$ cat src/stcs_pkg.sv
/*
 * Constants for the serial transmit control/status block: register map,
 * control bit positions, reset values, frame and baud timing counts.
 * Assumes a single 10 MHz clock and a classic Wishbone register bus.
 */
package stcs_pkg;
    localparam logic [7:0]  ADR_CTRL    = 8'h00;
    localparam logic [7:0]  ADR_DATA    = 8'h04;
    localparam logic [7:0]  ADR_DIV     = 8'h08;
    localparam logic [7:0]  ADR_STAT    = 8'h0c;

    localparam int unsigned BIT_CLOCK_SOURCE_SELECT    = 7;
    localparam int unsigned BIT_NINE_EN = 6;
    localparam int unsigned BIT_TX_EN   = 5;
    localparam int unsigned BIT_MODE    = 4;
    localparam int unsigned BIT_BRK     = 3;
    localparam int unsigned BIT_SPEED   = 2;
    localparam int unsigned BIT_EMPTY   = 1;
    localparam int unsigned BIT_NINE_D  = 0;

    localparam logic [7:0]  CTRL_RST    = 8'h00;
    localparam logic [15:0] DIV_RST     = 16'h0004;

    localparam logic [4:0]  TICKS_HIGH  = 5'h04;
    localparam logic [4:0]  TICKS_LOW   = 5'h10;
    localparam logic [3:0]  LAST_BIT_8  = 4'h7;
    localparam logic [3:0]  LAST_BIT_9  = 4'h8;
    localparam logic [3:0]  LAST_BRK    = 4'hb;

    localparam int unsigned FIFO_WIDTH  = 9;
    localparam int unsigned FIFO_DEPTH  = 8;

    typedef enum logic [2:0] {
        ST_IDLE  = 3'b000,
        ST_START = 3'b001,
        ST_DATA  = 3'b010,
        ST_BRK   = 3'b011,
        ST_STOP  = 3'b100,
        ST_SYNC  = 3'b101
    } stcs_state_t;
endpackage

$ cat src/stcs_tx.sv
/*
 * Serial transmit block: Wishbone register slave, 8-word character FIFO,
 * async/sync transmit shifter and baud tick divider.
 * Assumes a classic Wishbone master on ref_clk and a peer on the serial pins.
 */
// The register offsets and the Wishbone register port were decided locally.
`timescale 1ns/1ps

module stcs_fifo #(
    parameter int unsigned WIDTH = 9,
    parameter int unsigned DEPTH = 8
) (
    input  wire logic             ref_clk,
    input  wire logic             reset,
    input  wire logic             in_valid,
    output logic                  in_ready,
    input  wire logic [WIDTH-1:0] in_data,
    output logic                  out_valid,
    input  wire logic             out_ready,
    output logic [WIDTH-1:0]      out_data,
    output logic [$clog2(DEPTH+1)-1:0] level
);
    localparam int unsigned PW = $clog2(DEPTH);
    logic [WIDTH-1:0] mem [DEPTH];
    logic [PW-1:0]    wr_ptr;
    logic [PW-1:0]    rd_ptr;
    logic             push;
    logic             pop;

    assign in_ready  = (32'(level) != DEPTH);
    assign out_valid = (level != '0);
    assign out_data  = mem[rd_ptr];
    assign push      = in_valid && in_ready;
    assign pop       = out_valid && out_ready;

    always_ff @(posedge ref_clk) begin
        if (push) begin
            mem[wr_ptr] <= in_data;
        end
    end

    always_ff @(posedge ref_clk) begin
        if (reset) begin
            wr_ptr <= '0;
            rd_ptr <= '0;
            level  <= '0;
        end else begin
            if (push) begin
                wr_ptr <= (wr_ptr == PW'(DEPTH - 1)) ? '0 : wr_ptr + 1'b1;
            end
            if (pop) begin
                rd_ptr <= (rd_ptr == PW'(DEPTH - 1)) ? '0 : rd_ptr + 1'b1;
            end
            if (push && !pop) begin
                level <= level + 1'b1;
            end else if (pop && !push) begin
                level <= level - 1'b1;
            end
        end
    end
endmodule // stcs_fifo

module stcs_tx (
    input  wire logic        ref_clk,
    input  wire logic        reset,
    input  wire logic        wb_cyc_i,
    input  wire logic        wb_stb_i,
    input  wire logic        wb_we_i,
    input  wire logic [7:0]  wb_adr_i,
    input  wire logic [3:0]  wb_sel_i,
    input  wire logic [31:0] wb_dat_i,
    output logic [31:0]      wb_dat_o,
    output logic             wb_ack_o,
    output logic             serial_data_o,
    input  wire logic        sclk_i,
    output logic             sclk_o,
    output logic             sclk_oe
);
    logic [7:0]              ctrl;
    logic [15:0]             divisor;
    logic [15:0]             baud_cnt;
    stcs_pkg::stcs_state_t   state;
    logic [8:0]              shreg;
    logic [3:0]              bit_idx;
    logic [4:0]              tick_cnt;
    logic                    frame_nine;
    logic                    frame_brk;
    logic [2:0]              sclk_sync;
    logic                    sclk_level;
    logic [8:0]              fifo_word;
    logic                    fifo_valid;
    logic                    fifo_in_ready;
    logic [3:0]              fifo_level;
    logic                    pop;
    logic                    acc;
    logic                    acc_ok;
    logic                    wr_ctrl;
    logic                    wr_data;
    logic                    wr_div;
    logic                    tick;
    logic                    bit_done;
    logic                    sync_adv;
    logic                    brk_done;
    logic [4:0]              ticks_per_bit;
    logic [3:0]              last_bit;
    logic                    tsr_empty;
    logic [7:0]              next_ctrl;

    wire clock_source_select = ctrl[stcs_pkg::BIT_CLOCK_SOURCE_SELECT];
    wire ninth_bit_enable    = ctrl[stcs_pkg::BIT_NINE_EN];
    wire transmitter_enable  = ctrl[stcs_pkg::BIT_TX_EN];
    wire mode_select         = ctrl[stcs_pkg::BIT_MODE];
    wire break_request       = ctrl[stcs_pkg::BIT_BRK];
    wire baud_speed_select   = ctrl[stcs_pkg::BIT_SPEED];
    wire ninth_data_bit      = ctrl[stcs_pkg::BIT_NINE_D];

    // a data write into a full fifo is held off by withholding ack
    assign acc     = wb_cyc_i && wb_stb_i && !wb_ack_o;
    assign wr_data = acc && wb_we_i && (wb_adr_i == stcs_pkg::ADR_DATA) && wb_sel_i[0];
    assign acc_ok  = acc && !(wr_data && !fifo_in_ready);
    assign wr_ctrl = acc_ok && wb_we_i && (wb_adr_i == stcs_pkg::ADR_CTRL) && wb_sel_i[0];
    assign wr_div  = acc_ok && wb_we_i && (wb_adr_i == stcs_pkg::ADR_DIV);
    assign tsr_empty = (state == stcs_pkg::ST_IDLE);

    stcs_fifo #(
        .WIDTH (stcs_pkg::FIFO_WIDTH),
        .DEPTH (stcs_pkg::FIFO_DEPTH)
    ) u_fifo (
        .ref_clk   (ref_clk),
        .reset     (reset),
        .in_valid  (wr_data && fifo_in_ready),
        .in_ready  (fifo_in_ready),
        .in_data   ({ninth_data_bit, wb_dat_i[7:0]}),
        .out_valid (fifo_valid),
        .out_ready (pop),
        .out_data  (fifo_word),
        .level     (fifo_level)
    );

    always_ff @(posedge ref_clk) begin
        if (reset) begin
            wb_ack_o <= 1'b0;
            wb_dat_o <= '0;
        end else begin
            wb_ack_o <= acc_ok;
            wb_dat_o <= '0;
            if (acc_ok && !wb_we_i) begin
                case (wb_adr_i)
                    stcs_pkg::ADR_CTRL: wb_dat_o[7:0] <= {ctrl[7:2], tsr_empty, ctrl[0]};
                    stcs_pkg::ADR_DIV:  wb_dat_o[15:0] <= divisor;
                    stcs_pkg::ADR_STAT: wb_dat_o[5:0] <= {!fifo_valid, !fifo_in_ready,
                                                          fifo_level};
                    default:            wb_dat_o <= '0;
                endcase
            end
        end
    end

    // a software set of the break bit wins over the hardware clear
    always_comb begin
        next_ctrl = ctrl;
        if (wr_ctrl) begin
            next_ctrl = wb_dat_i[7:0];
        end
        next_ctrl[stcs_pkg::BIT_EMPTY] = 1'b0;
        if (brk_done && !(wr_ctrl && wb_dat_i[stcs_pkg::BIT_BRK])) begin
            next_ctrl[stcs_pkg::BIT_BRK] = 1'b0;
        end
    end

    always_ff @(posedge ref_clk) begin
        if (reset) begin
            ctrl <= stcs_pkg::CTRL_RST;
        end else begin
            ctrl <= next_ctrl;
        end
    end

    always_ff @(posedge ref_clk) begin
        if (reset) begin
            divisor <= stcs_pkg::DIV_RST;
        end else if (wr_div) begin
            if (wb_sel_i[0]) begin
                divisor[7:0] <= wb_dat_i[7:0];
            end
            if (wb_sel_i[1]) begin
                divisor[15:8] <= wb_dat_i[15:8];
            end
        end
    end

    // baud tick: one-cycle enable every divisor+1 clocks
    assign tick = (baud_cnt == 16'h0000);

    always_ff @(posedge ref_clk) begin
        if (reset) begin
            baud_cnt <= stcs_pkg::DIV_RST;
        end else if (tick) begin
            baud_cnt <= divisor;
        end else begin
            baud_cnt <= baud_cnt - 16'h0001;
        end
    end

    // a level counts once stages two and three agree, so a one-clock glitch never shifts a bit
    always_ff @(posedge ref_clk) begin
        if (reset) begin
            sclk_sync  <= 3'h0;
            sclk_level <= 1'b0;
        end else begin
            sclk_sync  <= {sclk_sync[1:0], sclk_i};
            sclk_level <= (sclk_sync[1] == sclk_sync[2]) ? sclk_sync[2] : sclk_level;
        end
    end

    assign ticks_per_bit = baud_speed_select ? stcs_pkg::TICKS_HIGH
                                             : stcs_pkg::TICKS_LOW;
    assign bit_done = !mode_select && tick && (tick_cnt == ticks_per_bit - 5'h01);
    assign last_bit = frame_nine ? stcs_pkg::LAST_BIT_9 : stcs_pkg::LAST_BIT_8;
    // master advances in the same cycle as its own falling clock, slave after the peer's
    assign sync_adv = clock_source_select ? (tick && sclk_o)
                    : (sclk_level && sclk_sync[2:1] == 2'b00);
    assign pop = (state == stcs_pkg::ST_IDLE) && transmitter_enable && fifo_valid;
    assign brk_done = (state == stcs_pkg::ST_STOP) && frame_brk && bit_done;

    always_ff @(posedge ref_clk) begin
        if (reset) begin
            sclk_oe <= 1'b0;
        end else begin
            sclk_oe <= mode_select && clock_source_select;
        end
    end

    always_ff @(posedge ref_clk) begin
        if (reset || state == stcs_pkg::ST_IDLE || bit_done) begin
            tick_cnt <= 5'h00;
        end else if (tick) begin
            tick_cnt <= tick_cnt + 5'h01;
        end
    end

    always_ff @(posedge ref_clk) begin
        if (reset) begin
            state         <= stcs_pkg::ST_IDLE;
            shreg         <= 9'h000;
            bit_idx       <= 4'h0;
            frame_nine    <= 1'b0;
            frame_brk     <= 1'b0;
            serial_data_o <= 1'b1;
            sclk_o        <= 1'b0;
        end else if (!transmitter_enable) begin
            state         <= stcs_pkg::ST_IDLE;
            frame_brk     <= 1'b0;
            serial_data_o <= 1'b1;
            sclk_o        <= 1'b0;
        end else begin
            case (state)
                stcs_pkg::ST_IDLE: begin
                    if (pop) begin
                        shreg      <= fifo_word;
                        bit_idx    <= 4'h0;
                        frame_nine <= ninth_bit_enable;
                        if (mode_select) begin
                            state         <= stcs_pkg::ST_SYNC;
                            frame_brk     <= 1'b0;
                            serial_data_o <= fifo_word[0];
                            sclk_o        <= 1'b0;
                        end else begin
                            state         <= stcs_pkg::ST_START;
                            frame_brk     <= break_request;
                            serial_data_o <= 1'b0;
                        end
                    end
                end
                stcs_pkg::ST_START: begin
                    if (bit_done) begin
                        state         <= frame_brk ? stcs_pkg::ST_BRK : stcs_pkg::ST_DATA;
                        serial_data_o <= frame_brk ? 1'b0 : shreg[0];
                    end
                end
                stcs_pkg::ST_DATA: begin
                    if (bit_done) begin
                        if (bit_idx == last_bit) begin
                            state         <= stcs_pkg::ST_STOP;
                            serial_data_o <= 1'b1;
                        end else begin
                            bit_idx       <= bit_idx + 4'h1;
                            shreg         <= {1'b0, shreg[8:1]};
                            serial_data_o <= shreg[1];
                        end
                    end
                end
                stcs_pkg::ST_BRK: begin
                    if (bit_done) begin
                        if (bit_idx == stcs_pkg::LAST_BRK) begin
                            state         <= stcs_pkg::ST_STOP;
                            serial_data_o <= 1'b1;
                        end else begin
                            bit_idx <= bit_idx + 4'h1;
                        end
                    end
                end
                stcs_pkg::ST_STOP: begin
                    if (bit_done) begin
                        state     <= stcs_pkg::ST_IDLE;
                        frame_brk <= 1'b0;
                    end
                end
                stcs_pkg::ST_SYNC: begin
                    if (clock_source_select && tick) begin
                        sclk_o <= !sclk_o;
                    end
                    if (sync_adv) begin
                        if (bit_idx == last_bit) begin
                            state         <= stcs_pkg::ST_IDLE;
                            serial_data_o <= 1'b1;
                        end else begin
                            bit_idx       <= bit_idx + 4'h1;
                            shreg         <= {1'b0, shreg[8:1]};
                            serial_data_o <= shreg[1];
                        end
                    end
                end
                default: begin
                    state <= stcs_pkg::ST_IDLE;
                end
            endcase
        end
    end
endmodule // stcs_tx

$ cat config.mk
export PLATFORM = sky130hd
export DESIGN_NAME = stcs_tx
export DESIGN_NICKNAME = d
export VERILOG_FILES = /design/src/stcs_pkg.sv /design/src/stcs_tx.sv
export SDC_FILE = /design/constraint.sdc
export NUM_CORES = 1
export LEC_CHECK = 0
export BUFFER_PORTS_ARGS = -buffer_cell sky130_fd_sc_hd__buf_4
export CAP_MARGIN = 0
export CORE_MARGIN = 1.5
export CORE_UTILIZATION = 30
export DETAILED_ROUTE_END_ITERATION = 7
export SKIP_CTS_REPAIR_TIMING = 1
export SLEW_MARGIN = 20
export SYNTH_ARGS = -nofsm -noshare
export SYNTH_HDL_FRONTEND = slang
export SYNTH_SLANG_ARGS = --single-unit
$ cat constraint.sdc
create_clock -name ref_clk -period 2.8 [get_ports ref_clk]
set_clock_uncertainty 0.15 [all_clocks]
set_input_delay 0.28 -clock ref_clk [delete_from_list [all_inputs] [get_ports ref_clk]]
set_output_delay 0.28 -clock ref_clk [all_outputs]
set_load 0.05 [all_outputs]
==> key figures <==
Finish
  – Fin nets: around 800
  – Synth-to-layout area growth: 23.2%
  – Post-route cell area: approximately 0.009 mm^2
  – Antenna cells: 0
  – Layout cell share with drive strength beyond 1: 20.8%
  – Fin util: approximately 37%
  – Non-Filler Instances: 1065

Place
  – Cell Area, Placed: approximately 0.0083 mm^2
  – Place WS: between 0.02 and 0.025 ns
  – PortBufs: just over 50
  – RD Place Congestion: about 0.83
  – Dpl cells: 1017
  – Post-DP HPWL: roughly 11000 um

Routing
  – Routed wire length per instance: about 15 um
  – Final WL: around 16000 um
  – DRT antenna net count: 0
  – Vias per std cell: 4.74
  – Routed metal-1 wire length: 7880 um
  – Residual DRC count: 0
  – Max layer used: met4
  – Routed wl met2: about 7500 um
  – Total number of vias: approximately 5100
  – Met3 wire len: 477 um
  – First-pass iteration count of the detailed router: 4
  – Initial drt markers: between 400 and 500

STA
  – Final worst setup slack: ~0.20 ns
  – Fin crit share: 93.0%
  – Worst-Margin Slew: 0.739 ns
  – Fmax: just under 0.4 GHz
  – Min cycle time layout: 2.60 ns
  – Final setup fails: 0
  – Worst slew margin: 50.8%
  – RSZ-0062 raised after global routing: no
  – Final Hold Viols: 1
  – Final hold slack: -0.0587 ns
  – Max-slew violation total from the final report: 0
  – Setup TNS: 0 ns

Worst setup path
  – Worst R2R Start: tick_cnt[2]
  – CP max FO: 6
  – R2R Path End: shreg[0]
  – R2R setup slack: 0.20 ns
  – Cells on worst reg2reg path: 6
  – WP data arrival: approximately 2.8 ns
  – Crit path to: shreg[0]
  – Worst Setup End Kind: flip-flop
  – CP Class: reg -> reg
  – Critical Path RT: ~3 ns
  – CP startpoint: tick_cnt[2]
  – Setup crit start kind: flip-flop

Global routing
  – Largest net degree at the start of global routing: 66
  – First-pass GRT wire length: approximately 25000 um
  – Initial antenna violation count: 0
  – Global route overflow: 0
  – Overall Global Routing Usage: between 10% and 20%
  – Vias in the first global route: about 4700

Worst hold path
  – Worst min path class: in -> reg
  – Min-Delay Path Depth: 3
  – Hold Path Origin: wb_dat_i[10]

Floorplan
  – Core Footprint: 0.0242 mm^2
  – Die Ht: 159 um
  – Die width: roughly 160 um
  – Initial core utilization: between 30% and 40%
  – Core Rows: between 50 and 60
  – # IOs: 86
  – Die area: 0.0254 mm^2

Clocking
  – CTS Buffer Depth: 2
  – Worst-path clk slew: ~0.07 ns
  – Root Buffer: clkbuf_16
  – Clk_lat worst skew: between 0.4 and 0.5 ns
  – H-tree levels: 4
  – Total clock sinks: roughly 170
  – CTS Buf Count: 17
  – CTS tree: built

Logic synthesis
  – Synth Area per Inst: 11.7 um^2
  – Dominant cells by area after synthesis: edfxtp_1 29%, dfxtp_1 27%, mux2i_1 5.9%
  – Synth Flop Type: dfxtp_1
  – Area share of the largest cell type after synthesis: about 29%
  – Register area share after synthesis: between 50% and 60%
  – Synth warn: 0
  – Yosys cell types: 62
  – FF+latch count, synth: ~170
  – Synth async-reset ratio: 0%
  – Number of enable flip-flop cells after synthesis: 72
  – Post-synth top area cell: edfxtp_1
  – Syn Inst Count: approximately 630
  – Synthesized area: around 0.0073 mm^2

Power and ir drop
  – Net Sw Frac: 26.1%
  – Combinational share of power: between 10% and 20%
  – Flop pwr share: between 40% and 50%
  – Total power: about 5.8 mW
  – Leak pwr: approximately 3.4 nW
  – Peak supply drop: ~0.00043 V
  – Psw: 1.52 mW
  – PD cells: about 640 mW/mm^2
  – Clock share of power: 40.2%
  – Internal power: approximately 4.3 mW

Run status
  – Status: complete, but fails checks
  – Failing checks: negative hold slack

Run
  – Max-cap violation count: 0
kinds of logic (layout without fill, tap and decap cells):
family                     Yosys count  in the layout  synth area share, %
other                                1             16               0.0512
and+or+nand+nor                    210            210                 14.1
AOI/OAI and AO/OA                   96             96                 9.22
muxes                               63             63                 11.7
buffers and inverters               54            152                 3.64
adders and majority gates           13             13                 2.32
DFF                                171            171                 56.5
xor gates and xnor gates            20             20                 2.39
power groups by stage:
stage | Clock, mW | Sequential [mW] | Combinational (mW)
finish | 2.34 | 2.79 | 0.686
global route | 2.48 | 2.80 | 0.763
CTS | 2.39 | 2.79 | 0.663
detailed placement | 0 | 2.84 | 0.658
global placement | 0 | 2.84 | 0.653
floorplan | 0 | 2.82 | 0.494
worst min path at each step:
stage	endpoint	slack, ns
finish	divisor[10]	-0.06
global route	divisor[10]	0.004
CTS	sclk_sync[0]	-0.09
detailed placement	sclk_sync[1]	0.27
global placement	sclk_sync[1]	0.28
floorplan	u_fifo.mem[0][0]	0.23
flip-flops by register name, indices dropped and copies added, names as in the netlist, 3 cells and up, named ones only:
signal and flops:
state 3, wb_dat_o 16, tick_cnt 5, sclk_sync 3
u_fifo.level 4, ctrl 7, divisor 16, u_fifo.mem 72
bit_idx 4, baud_cnt 16, u_fifo.wr_ptr 3, shreg 9
u_fifo.rd_ptr 3
cells in the final DEF, fill, tap and decap left out, types with 9 or more instances in the layout:
cell type	synthesis	layout
buf_4	16	89
ha_1	12	12
and2_1	12	12
a211oi_1	14	14
nor3_1	12	11
nand2_1	38	38
nand3_1	14	13
conb_1	1	16
edfxtp_1	72	72
mux2i_1	43	43
clkbuf_16	0	19
xnor2_1	9	9
a21oi_1	23	23
mux4_2	18	18
o21ai_0	16	16
xor2_1	11	11
dfxtp_1	99	97
dlygate4sd3_1	0	16
nor2_1	84	82
inv_1	14	14
layer usage:
layer / up-vias / GRT usage, %
li1: 2495 / -
met1: 2453 / 17.6
met2: 84 / 20.0
met3: 18 / 2.74
met4: 0 / 4.55
met5: - / 0
worst max-delay path, cell delays in order (launching register included):
cell and delay (ns):
dfxtp_1 0.36, or3b_4 0.42, a2111oi_4 0.52, a21oi_1 0.17, o31a_1 0.27, or4_1 0.50
a21oi_1 0.15
Yosys cell counts (2+ instances only):
cell and number:
buf_4 16, a22o_1 8, nor2_1 84, buf_2 3, o21ai_0 16, nand3_1 14
o211ai_1 2, edfxtp_1 72, a211oi_1 14, a21oi_1 23, a31oi_1 4, or3_1 5
nor3_1 12, or4_1 4, nand2b_1 4, clkbuf_1 15, inv_1 14, mux4_2 18
nand4_1 6, buf_1 5, and4_1 2, and3_1 5, nor4_1 3, mux2i_1 43
and2_1 12, ha_1 12, dfxtp_1 99, mux2_2 2, xor2_1 11, o32ai_1 2
xnor2_1 9, nand2_1 38, a21boi_0 2, nand3b_1 3, nor2b_1 7, o221ai_1 3
o2111ai_1 8, nor4b_1 4
area by class of cell:
| class | count | area (um^2) |
|---|---|---|
| clock buffer | 20 | 480 |
| clock inverter | 12 | 110 |
| fill | 2351 | 15100 |
| inverter | 15 | 56.3 |
| multi-input combinational | 418 | 3000 |
| sequential | 171 | 4150 |
| tap | 324 | 405 |
| timing repair buffer | 105 | 828 |
Power figures use the tool's default switching activity.
